**src/tx_status_pkg.sv**
```systemverilog
// Constants for the transmitter status and maintenance control register
// Overview of operation
// - In either loop mode, bit 14 drives the receiver serial input.
// - Bit 14 is read/write, cleared by initialization and master clear.
// - In either loop mode, bit 13 replaces the transmitter and receiver bit clocks.
// - Bit 13 is read/write, cleared by initialization or master clear.
// - Bits 12:11 select normal, internal loop, external loop or system test.
// - Selector bits are read/write and return to normal on any reset.
// - Bit 10 reads the receiver serial input in loop modes; writes ignored.
// - Writing one to bit 08 produces a clear pulse for the whole interface.
// - Slave-sync acknowledge is withheld while the clear pulse is active.
// - Initialization and master clear both set the done flag.
// - Done flag is read-only and cleared by the buffer load strobe.
// - Bit 06 gates done interrupts, is read/write, cleared by any reset.
package tx_status_pkg;
    localparam int REG_W = 16;
    localparam int LOOP_INJECT_POS = 14;
    localparam int STEP_CLOCK_POS = 13;
    localparam int SEL_HI_POS = 12;
    localparam int SEL_LO_POS = 11;
    localparam int MONITOR_POS = 10;
    localparam int MASTER_CLEAR_POS = 8;
    localparam int DONE_POS = 7;
    localparam int SENT_IE_POS = 6;
    typedef enum logic [1:0] {
        MODE_NORMAL = 2'h0,
        MODE_INT_LOOP = 2'h1,
        MODE_EXT_LOOP = 2'h2,
        MODE_SYS_TEST = 2'h3
    } op_mode_t;
    localparam logic [15:0] READ_ZERO = 16'h0000;
endpackage
```
**src/loop_select.sv**
```systemverilog
// Maintenance loop steering of receiver input and bit clocks
`timescale 1ns/10ps
module loop_select (
    // Mode and maintenance bits
    input wire logic [1:0] mode,
    input wire logic inject,
    input wire logic step,
    // Normal-path signals
    input wire logic line_in,
    input wire logic tx_clk_en,
    input wire logic rx_clk_en,
    // Steered results
    output logic rx_data,
    output logic tx_bit_clk,
    output logic rx_bit_clk,
    output logic in_loop
);
    // Both loop modes substitute the register bits for the line and clocks
    always_comb begin
        in_loop = (mode == tx_status_pkg::MODE_INT_LOOP) ||
                  (mode == tx_status_pkg::MODE_EXT_LOOP);
        rx_data = in_loop ? inject : line_in;
        tx_bit_clk = in_loop ? step : tx_clk_en;
        rx_bit_clk = in_loop ? step : rx_clk_en;
    end
endmodule // loop_select

```
**src/tx_status_maint_control.sv**
```systemverilog
// Transmitter status and maintenance control register bank
`timescale 1ns/10ps
module tx_status_maint_control (
    // Clock and reset
    input wire logic MCLK,
    input wire logic NRST,
    // Host register port
    input wire logic REG_WR,
    input wire logic REG_RD,
    input wire logic [15:0] REG_WDATA,
    output logic [15:0] REG_RDATA,
    output logic SLAVE_SYNC,
    // Transmitter side
    input wire logic LOAD_TRANSMIT_BUFFER_STROBE,
    input wire logic FIRST_BIT_SENT,
    input wire logic TX_CLK_EN,
    input wire logic RX_CLK_EN,
    // Receiver line pin
    input wire logic LINE_IN,
    // Outputs toward datapaths
    output logic RX_SERIAL_IN,
    output logic TX_BIT_CLK,
    output logic RX_BIT_CLK,
    output logic CLEAR_PULSE,
    output logic TX_INT_REQ,
    output logic [1:0] OPERATING_SELECTOR
);
    // Register state
    logic loop_inject_bit;
    logic step_clock_bit;
    logic [1:0] sel;
    logic done;
    logic ie;
    logic clr;
    logic req;

    // Next values
    logic next_loop_inject_bit;
    logic next_step_clock_bit;
    logic [1:0] next_sel;
    logic next_done;
    logic next_ie;
    logic next_clr;
    logic next_req;

    // Pin synchroniser state
    logic [2:0] line_sync;
    logic line_q;
    logic [2:0] next_line_sync;
    logic next_line_q;

    // Steered receiver path
    logic rx_data;
    logic in_loop;

    // Three-stage pin synchroniser; change accepted when stages two and three agree
    always_comb begin
        next_line_sync = {line_sync[1:0], LINE_IN};
        next_line_q = (line_sync[1] == line_sync[2]) ? line_sync[2] : line_q;
    end

    always_ff @(posedge MCLK) begin
        if (!NRST) begin
            line_sync <= 3'h0;
            line_q <= 1'h0;
        end else begin
            line_sync <= next_line_sync;
            line_q <= next_line_q;
        end
    end

    loop_select u_loop (
        .mode(sel),
        .inject(loop_inject_bit),
        .step(step_clock_bit),
        .line_in(line_q),
        .tx_clk_en(TX_CLK_EN),
        .rx_clk_en(RX_CLK_EN),
        .rx_data(rx_data),
        .tx_bit_clk(TX_BIT_CLK),
        .rx_bit_clk(RX_BIT_CLK),
        .in_loop(in_loop)
    );

    // Register next state; the clear pulse acts like initialization one cycle later
    always_comb begin
        logic wr_ok;
        wr_ok = REG_WR && !clr; // Writes during the clear are held off by sync
        next_loop_inject_bit = loop_inject_bit;
        next_step_clock_bit = step_clock_bit;
        next_sel = sel;
        next_ie = ie;
        next_done = done;
        next_clr = wr_ok && REG_WDATA[tx_status_pkg::MASTER_CLEAR_POS];
        next_req = req;
        // Read-only bits 10 and 07 are never taken from the write data
        if (wr_ok) begin
            next_loop_inject_bit = REG_WDATA[tx_status_pkg::LOOP_INJECT_POS];
            next_step_clock_bit = REG_WDATA[tx_status_pkg::STEP_CLOCK_POS];
            next_sel = REG_WDATA[tx_status_pkg::SEL_HI_POS:tx_status_pkg::SEL_LO_POS];
            next_ie = REG_WDATA[tx_status_pkg::SENT_IE_POS];
        end
        // Done set by first bit out wins over a same-cycle load clear
        if (LOAD_TRANSMIT_BUFFER_STROBE) begin
            next_done = 1'h0;
        end
        if (FIRST_BIT_SENT) begin
            next_done = 1'h1;
        end
        // Request latches on the rising edge of done while enabled
        if (next_done && !done && next_ie) begin
            next_req = 1'h1;
        end
        if (!next_done || !next_ie) begin
            next_req = 1'h0;
        end
        // Clear overrides everything, so a write in the same word cannot survive it
        if (clr) begin
            next_loop_inject_bit = 1'h0;
            next_step_clock_bit = 1'h0;
            next_sel = tx_status_pkg::MODE_NORMAL;
            next_ie = 1'h0;
            next_done = 1'h1;
            next_req = 1'h0;
        end
    end

    always_ff @(posedge MCLK) begin
        if (!NRST) begin
            loop_inject_bit <= 1'h0;
            step_clock_bit <= 1'h0;
            sel <= 2'h0;
            ie <= 1'h0;
            done <= 1'h1;
            clr <= 1'h0;
            req <= 1'h0;
        end else begin
            loop_inject_bit <= next_loop_inject_bit;
            step_clock_bit <= next_step_clock_bit;
            sel <= next_sel;
            ie <= next_ie;
            done <= next_done;
            clr <= next_clr;
            req <= next_req;
        end
    end

    // Read mux; master clear and unused bits read zero
    always_comb begin
        REG_RDATA = tx_status_pkg::READ_ZERO;
        REG_RDATA[tx_status_pkg::LOOP_INJECT_POS] = loop_inject_bit;
        REG_RDATA[tx_status_pkg::STEP_CLOCK_POS] = step_clock_bit;
        REG_RDATA[tx_status_pkg::SEL_HI_POS:tx_status_pkg::SEL_LO_POS] = sel;
        REG_RDATA[tx_status_pkg::MONITOR_POS] = in_loop & rx_data;
        REG_RDATA[tx_status_pkg::DONE_POS] = done;
        REG_RDATA[tx_status_pkg::SENT_IE_POS] = ie;
    end

    // Acknowledge any access except while clearing
    assign SLAVE_SYNC = (REG_WR || REG_RD) && !clr;
    assign CLEAR_PULSE = clr;
    assign TX_INT_REQ = req;
    assign RX_SERIAL_IN = rx_data;
    assign OPERATING_SELECTOR = sel;

    // Master clear pulse, acknowledge and initialization
    a_clear_one_cycle: assert property (@(posedge MCLK) disable iff (!NRST)
        clr |=> !clr)
        else $error("clear pulse longer than one cycle");
    a_clear_from_write: assert property (@(posedge MCLK) disable iff (!NRST)
        (REG_WR && !clr && REG_WDATA[tx_status_pkg::MASTER_CLEAR_POS]) |=> clr)
        else $error("clear not produced");
    a_sync_held_off: assert property (@(posedge MCLK) disable iff (!NRST)
        clr |-> !SLAVE_SYNC)
        else $error("sync during clear");
    a_sync_answer: assert property (@(posedge MCLK) disable iff (!NRST)
        ((REG_WR || REG_RD) && !clr) |-> SLAVE_SYNC)
        else $error("access not acknowledged");
    a_clear_restores: assert property (@(posedge MCLK) disable iff (!NRST)
        clr |=> (done && !ie && !loop_inject_bit && !step_clock_bit &&
            sel == tx_status_pkg::MODE_NORMAL))
        else $error("clear did not restore");
    a_reset_state: assert property (@(posedge MCLK)
        !NRST |=> (done && !ie && !req && !clr && !loop_inject_bit && !step_clock_bit &&
            sel == tx_status_pkg::MODE_NORMAL))
        else $error("initialization did not restore");
    // Loop steering and the receiver input monitor
    a_loop_data_path: assert property (@(posedge MCLK) disable iff (!NRST)
        in_loop |-> (RX_SERIAL_IN == loop_inject_bit))
        else $error("loop data wrong");
    a_loop_step_clock: assert property (@(posedge MCLK) disable iff (!NRST)
        in_loop |-> (TX_BIT_CLK == step_clock_bit && RX_BIT_CLK == step_clock_bit))
        else $error("step clock not used");
    a_monitor_read: assert property (@(posedge MCLK) disable iff (!NRST)
        !in_loop |-> !REG_RDATA[tx_status_pkg::MONITOR_POS])
        else $error("monitor outside loop");
    a_monitor_loop: assert property (@(posedge MCLK) disable iff (!NRST)
        in_loop |-> (REG_RDATA[tx_status_pkg::MONITOR_POS] == RX_SERIAL_IN))
        else $error("monitor does not follow receiver input");
    // Host writes to the read/write bits land one cycle later; clear acts a cycle after that
    a_inject_write: assert property (@(posedge MCLK) disable iff (!NRST)
        (REG_WR && !clr) |=>
            (loop_inject_bit == $past(REG_WDATA[tx_status_pkg::LOOP_INJECT_POS])))
        else $error("inject bit not written");
    a_step_write: assert property (@(posedge MCLK) disable iff (!NRST)
        (REG_WR && !clr) |=>
            (step_clock_bit == $past(REG_WDATA[tx_status_pkg::STEP_CLOCK_POS])))
        else $error("step bit not written");
    a_sel_write: assert property (@(posedge MCLK) disable iff (!NRST)
        (REG_WR && !clr) |=>
            (OPERATING_SELECTOR ==
                $past(REG_WDATA[tx_status_pkg::SEL_HI_POS:tx_status_pkg::SEL_LO_POS])))
        else $error("selector not written");
    a_ie_write: assert property (@(posedge MCLK) disable iff (!NRST)
        (REG_WR && !clr) |=>
            (ie == $past(REG_WDATA[tx_status_pkg::SENT_IE_POS])))
        else $error("interrupt enable not written");
    // Done flag, its interrupt request and the master clear read-back
    a_done_set_first: assert property (@(posedge MCLK) disable iff (!NRST)
        FIRST_BIT_SENT |=> done)
        else $error("done not set");
    a_done_load_clear: assert property (@(posedge MCLK) disable iff (!NRST)
        (LOAD_TRANSMIT_BUFFER_STROBE && !FIRST_BIT_SENT && !clr) |=> !done)
        else $error("done not cleared");
    a_done_read_only: assert property (@(posedge MCLK) disable iff (!NRST)
        (REG_WR && !done && !FIRST_BIT_SENT && !clr) |=> !done)
        else $error("done set by a write");
    a_req_gated: assert property (@(posedge MCLK) disable iff (!NRST)
        TX_INT_REQ |-> (done && ie))
        else $error("request without enable");
    a_req_on_done: assert property (@(posedge MCLK) disable iff (!NRST)
        ($rose(done) && ie) |-> TX_INT_REQ)
        else $error("no request when done set");
    a_clear_reads_zero: assert property (@(posedge MCLK) disable iff (!NRST)
        !REG_RDATA[tx_status_pkg::MASTER_CLEAR_POS])
        else $error("master clear bit reads one");
    // Main scenarios
    c_master_clear: cover property (@(posedge MCLK) disable iff (!NRST) clr);
    c_int_req: cover property (@(posedge MCLK) disable iff (!NRST) $rose(TX_INT_REQ));
    c_loop_mode: cover property (@(posedge MCLK) disable iff (!NRST) in_loop && step_clock_bit);
    c_clear_refused: cover property (@(posedge MCLK) disable iff (!NRST) clr && REG_RD);
    c_done_race: cover property (@(posedge MCLK) disable iff (!NRST)
        LOAD_TRANSMIT_BUFFER_STROBE && FIRST_BIT_SENT);
endmodule // tx_status_maint_control

```
**config.mk**
```make
export PLATFORM = sky130hd
export DESIGN_NAME = tx_status_maint_control
export DESIGN_NICKNAME = d
export VERILOG_FILES = /design/src/tx_status_pkg.sv /design/src/loop_select.sv /design/src/tx_status_maint_control.sv
export SDC_FILE = /design/constraint.sdc
export NUM_CORES = 1
export LEC_CHECK = 0
export ABC_CLOCK_PERIOD_IN_PS = 3200
export BUFFER_PORTS_ARGS = -buffer_cell sky130_fd_sc_hd__buf_2
export CAP_MARGIN = 20
export CELL_PAD_IN_SITES_DETAIL_PLACEMENT = 0
export CELL_PAD_IN_SITES_GLOBAL_PLACEMENT = 1
export CORE_MARGIN = 5
export CORE_UTILIZATION = 28
export CTS_BUF_LIST = sky130_fd_sc_hd__clkbuf_4 sky130_fd_sc_hd__clkbuf_8
export DETAILED_ROUTE_END_ITERATION = 8
export PLACE_DENSITY_LB_ADDON = 0.1
export SLEW_MARGIN = 30
export SYNTH_ARGS = -nofsm -noshare
export SYNTH_HDL_FRONTEND = slang
export SYNTH_HIERARCHICAL = 1
export SYNTH_SLANG_ARGS = --single-unit
```
**constraint.sdc**
```tcl
create_clock -name MCLK -period 3.2 [get_ports MCLK]
set_clock_uncertainty 0.1 [all_clocks]
set_input_delay 0 -clock MCLK [delete_from_list [all_inputs] [get_ports MCLK]]
set_output_delay 0 -clock MCLK [all_outputs]
set_load 0.03 [all_outputs]
```
Word-level counts from Yosys, hierarchy flattened
Index checks and enable logic that the tools add are counted.
W data, S select, Z words.
{ "word_totals": {"out_inout_bits": 24, "regBits": 12, "mem_count": 0, "mem_bits_rw": 0, "latch_bits": 0, "wordCells": 34, "input_bits": 25, "romBits": 0} }
{ "classes": {"mul": 0, "eq_ne": 3, "addsub": 0, "reduce_logical": 14, "magnitude_cmp": 0, "muxes": 6, "div_mod_pow": 0, "n_bitwise": 2, "n_shift": 0} }
{ "op_table": {"columns": ["operator", "n"], "rows": [
  ["$mux W1", 6],
  ["$logic_and A1 B1 Y1", 5],
  ["$logic_not A1 Y1", 4],
  ["$logic_or A1 B1 Y1", 3],
  ["$reduce_or A3 Y1", 1],
  ["$eq A2 B1 Y1 const B", 1],
  ["$eq A2 B2 Y1 const B", 1],
  ["$reduce_or A2 Y1", 1],
  ["$and A1 B1 Y1", 1],
  ["$eq A1 B1 Y1", 1],
  ["$not A1 Y1", 1]
]} }

Longest topological paths before layout
{ "depth": {"ltp_word": 6, "ltp_mapped": 4, "mapped_depth_nobuf": 3} }

Modules after synthesis
The synthesis kept the hierarchy.
{ "by_module_without_submodules": {"columns": ["mod", "area_each_um2", "cells_per_inst", "n_inst"], "rows": [
  ["tx_status_maint_control", 539.3, 57, 1],
  ["loop_select", 53.8, 5, 1]
]} }

Worst setup path after synthesis
OpenSTA, ideal clock, no wires.
{ "synth_path": {"path_kind": "register to output", "from": "reg sel[0] (netlist: OPERATING_SELECTOR[0])", "to": "out REG_RDATA[10]", "path_stages_with_launch": 4, "arrival_time_ns": 1.527, "slack_ns": 1.573, "path_cell_list": "dfxtp_1 -> xnor2_2 -> mux2_1 -> and2_1"} }
{ "synth_via": {"elab_chain_cells": 4, "elab_cells_between_ends": 5, "cone_classes": "eq/ne: 2; mux: 1; bitwise: 1; reduce/logical: 1"} }
{ "synth_lines": {"columns": ["item", "line_no", "rtl"], "rows": [
  ["from (decl)", "tx_status_maint_control.sv:31", "logic [1:0] sel;"],
  ["from (signal assigned)", "tx_status_maint_control.sv:140", "sel <= next_sel;"],
  ["$eq A2 B1 Y1 or $eq A2 B2 Y1 (tied branches)", "loop_select.sv:20, loop_select.sv:21", null],
  ["$logic_or A1 B1 Y1 (*)", "loop_select.sv:20", "in_loop = (mode == tx_status_pkg::MODE_INT_LOOP) ||"],
  ["$mux W1 (*)", "loop_select.sv:22", "rx_data = in_loop ? inject : line_in;"],
  ["net RX_SERIAL_IN", "tx_status_maint_control.sv:21", "output logic RX_SERIAL_IN,"],
  ["$and A1 B1 Y1 (*)", "tx_status_maint_control.sv:154", "REG_RDATA[tx_status_pkg::MONITOR_POS] = in_loop & rx_data;"],
  ["to (decl)", "tx_status_maint_control.sv:11", "output logic [15:0] REG_RDATA,"]
]} }
Mark *: on every way through the listed nets, which the timed path passes. The rest lies on a longest branch.

Worst setup path after layout
{ "layout_path": {"from": "in FIRST_BIT_SENT", "to": "reg done"} }
{ "layout_via": {"elab_chain_cells": 1} }
{ "layout_lines": {"columns": ["item", "line_no", "rtl"], "rows": [
  ["from (decl)", "tx_status_maint_control.sv:15", "input wire logic FIRST_BIT_SENT,"],
  ["$mux W1", "tx_status_maint_control.sv:107", "if (FIRST_BIT_SENT) begin"],
  ["to (signal assigned)", "tx_status_maint_control.sv:142", "done <= next_done;"],
  ["to (decl)", "tx_status_maint_control.sv:32", "logic done;"]
]} }
No other way between the ends.
A chain may end at the register's enable or synchronous reset.

==> impl_metrics.py <==
metrics = {
    "synthesis": {
        "yosys_warnings": 6,
        "synth_cells": 62,
        "synth_top_flop_cell": "dfxtp_1",
        "synth_area_um2": 593,
        "synth-seq-cells": 12,
        "ys_top_cells_by_area": "dfxtp_1 (41%), buf_4 (19%), mux2i_1 (8.4%)",
        "synth_most_common_cell": "buf_4",
        "ys_async_sr_fraction": 0,
        "synth_edf_count": 0,
        "synth.top_cell.area_share": 0.405,
        "synth_common_cells": "buf_4 (15), dfxtp_1 (12), nor2_1 (7)",
        "yosys.area.top_type": "dfxtp_1",
        "ys_types": 19,
        "avgSynthCellArea_um2": 9.57,
        "synth_seq_area_share": 0.405,
    },
    "pwr": {
        "powerDensity_mw_per_mm2": 440,
        "ir_drop_v": 0.000210,
        "p_leak_nw": 0.432,
    },
    "finish": {
        "nets": 125,
        "drive_above_1_share": 0.354,
        "areaGrowthSynthToFinish_pct": 40.7,
        "antenna_cells": 0,
        "final_cells": 126,
        "seqCellArea_um2": 240,
        "multiInputGateArea_um2": 251,
        "fill_cells": 213,
    },
    "timing": {
        "fin_setup_tns_ps": 0,
        "fmax_ghz": 0.516,
        "slew_violations": 0,
        "finalSetupViolCount": 0,
        "period_share": 0.606,
        "min_period_ps": 1940,
        "rsz0062_at_grt": "no",
        "hold_viol_final": 0,
    },
    "clock_tree": {
        "insertion_delay_ps": 270,
        "cts_max_level": 1,
        "clk_pin_slew_ps": 80,
        "cts_tree": "done",
        "clockBufferDepth": 2,
        "cts_sinks": 12,
        "cts_buffers": 3,
        "cts_resized": 0,
        "cts-root-buf": "clkbuf_4",
    },
    "critical_path": {
        "rr_startpoint": "done$_SDFF_PP1_",
        "crit_type": "primary input to flop",
        "endpoint_kind": "flop",
        "path_cells": "dlygate4sd3_1 -> buf_2 -> a21oi_1 -> dlygate4sd3_1 -> nand2_1 -> dlygate4sd3_1",
        "path_delay_family": "buffers and inverters",
        "start_kind": "primary input",
        "critPathMaxFanout": 2,
        "crit_path_max_incr_delay_ps": 580,
        "cp_slowest_cell": "dlygate4sd3_1",
        "cp.arrival_ps": 2000,
        "critPathRequiredTime_ps": 3260,
        "cp.buffers_inverters": 4,
        "startpoint": "FIRST_BIT_SENT",
        "worst_path_most_repeated_cell": "dlygate4sd3_1",
    },
    "place": {
        "gp_congestion": 0.677,
        "port_buffers": 29,
        "dp.cells": 110,
        "hpwlAfterDp_um": 938,
    },
    "min_path": {
        "hold_path.class": "primary input to flop",
        "min-delay-start": "REG_WR",
    },
    "routing": {
        "drt_pass1_iterations": 2,
        "drc": 0,
        "routed_wl_um": 1270,
        "vias": 481,
        "viasPerCell": 3.82,
        "ant_nets": 0,
        "wire_per_inst_um": 10.0,
        "drt_iter0_markers": 3,
    },
    "floorplan": {
        "io_pins": 49,
        "die_w_um": 56.0,
        "start_util": 0.299,
        "die_h_um": 56.0,
        "num_rows": 16,
        "core_area_mm2": 0.00198,
        "die-area_mm2": 0.00314,
    },
    "global_routing": {
        "grt_start_max_net_pins": 8,
        "track_usage": 0.0798,
        "grt_pass1_vias": 474,
        "grt_first_pass_wirelength_um": 1960,
        "antenna_found_initial": 0,
        "top_usage_layer": "met2",
        "overflow": 0,
        "gr-usage-met3": 0.0325,
        "met2_usage": 0.134,
        "met1_usage": 0.0816,
    },
    "run": {
        "max_cap_violations": 0,
    },
    "outcome": {
        "run_status": "completed",
    },
}
## kinds of logic (layout without fill, tap and decap cells)
| family | Yosys count | in the layout | share of synthesized area |
|---|---|---|---|
| AND/OR/NAND/NOR | 18 | 18 | 0.156 |
| AO/OA/AOI/OAI | 4 | 4 | 0.0422 |
| multiplexers | 8 | 8 | 0.141 |
| buffers and inverters | 18 | 47 | 0.222 |
| XOR/XNOR | 1 | 1 | 0.0274 |
| other | 1 | 9 | 0.00632 |
| flip-flops | 12 | 12 | 0.405 |
## sequential cells by signal (all words and copies together), names as in the netlist
signal	flops
line_q	1
ie	1
loop_inject_bit	1
line_sync	3
step_clock_bit	1
TX_INT_REQ	1
done	1
CLEAR_PULSE	1
OPERATING_SELECTOR	2
## final timing paths
| check | cells past startpoint | slack (ps) | endpoint |
|---|---|---|---|
| worst max-delay path | 6 | 1260 | done$_SDFF_PP1_ |
| worst min-delay path | 2 | 20 | CLEAR_PULSE$_SDFF_PN0_ |
| worst max register to register | 4 | 1300 | done$_SDFF_PP1_ |
| worst min register to register | 1 | 340 | line_sync[1]$_SDFF_PN0_ |
## power by group
part,internal (W),switching [W]
Sequential,0.000156,0.00000490
Clock,0.0000691,0.0000497
Combinational,0.0000335,0.0000544
Total,0.000258,0.000109
## per-stage QoR
| stage | power (W) | utilization | setup slack, ps | area, um^2 | hold slack, ps |
|---|---|---|---|---|---|
| after floorplan | 0.000234 | - | 1570 | 623 | 7.45 |
| after global placement | 0.000241 | 0.342 | 1830 | 678 | 118 |
| after detailed placement | 0.000241 | 0.342 | 1820 | 678 | 117 |
| after CTS | 0.000373 | 0.421 | 1320 | 835 | 13.9 |
| after global routing | 0.000388 | 0.421 | 1230 | 835 | 16.3 |
| final | 0.000367 | 0.421 | 1260 | 835 | 18.3 |
## cell type report
type | instances | area share
Multi-Input combinational cell | 40 | 0.301
Tap cell | 27 | 0.0405
Inverter | 2 | 0.00900
Clock buffer | 4 | 0.0435
Timing Repair Buffer | 41 | 0.318
Sequential cell | 12 | 0.288
## cells in the final DEF, fill, tap and decap left out
master | Yosys | routed
a21oi_1 | 1 | 1
dfxtp_1 | 12 | 12
nand2_1 | 3 | 3
inv_1 | 2 | 2
nand2b_1 | 1 | 1
a21boi_0 | 1 | 1
nor2_1 | 7 | 7
mux2_1 | 3 | 3
buf_2 | 0 | 29
and2_1 | 4 | 4
clkbuf_8 | 0 | 1
dlygate4sd3_1 | 0 | 12
and3_2 | 1 | 1
or4b_1 | 1 | 1
mux2i_1 | 5 | 5
o31ai_1 | 1 | 1
clkbuf_4 | 0 | 3
conb_1 | 1 | 9
xnor2_2 | 1 | 1
nor2b_1 | 1 | 1
o21ai_0 | 1 | 1
## what timing repair did
action / in CTS / in global routing
setup buffers: 0 / 0
endpoints found under the hold margin: 12 / 0
hold buffers: 12 / 0
## routing by layer
metal / up-vias / routed length (um)
met3: 2 / 149
met4: 0 / 12
met5: - / 0
li1: 249 / -
met2: 22 / 605
met1: 208 / 499
Power figures use the tool's default switching activity.
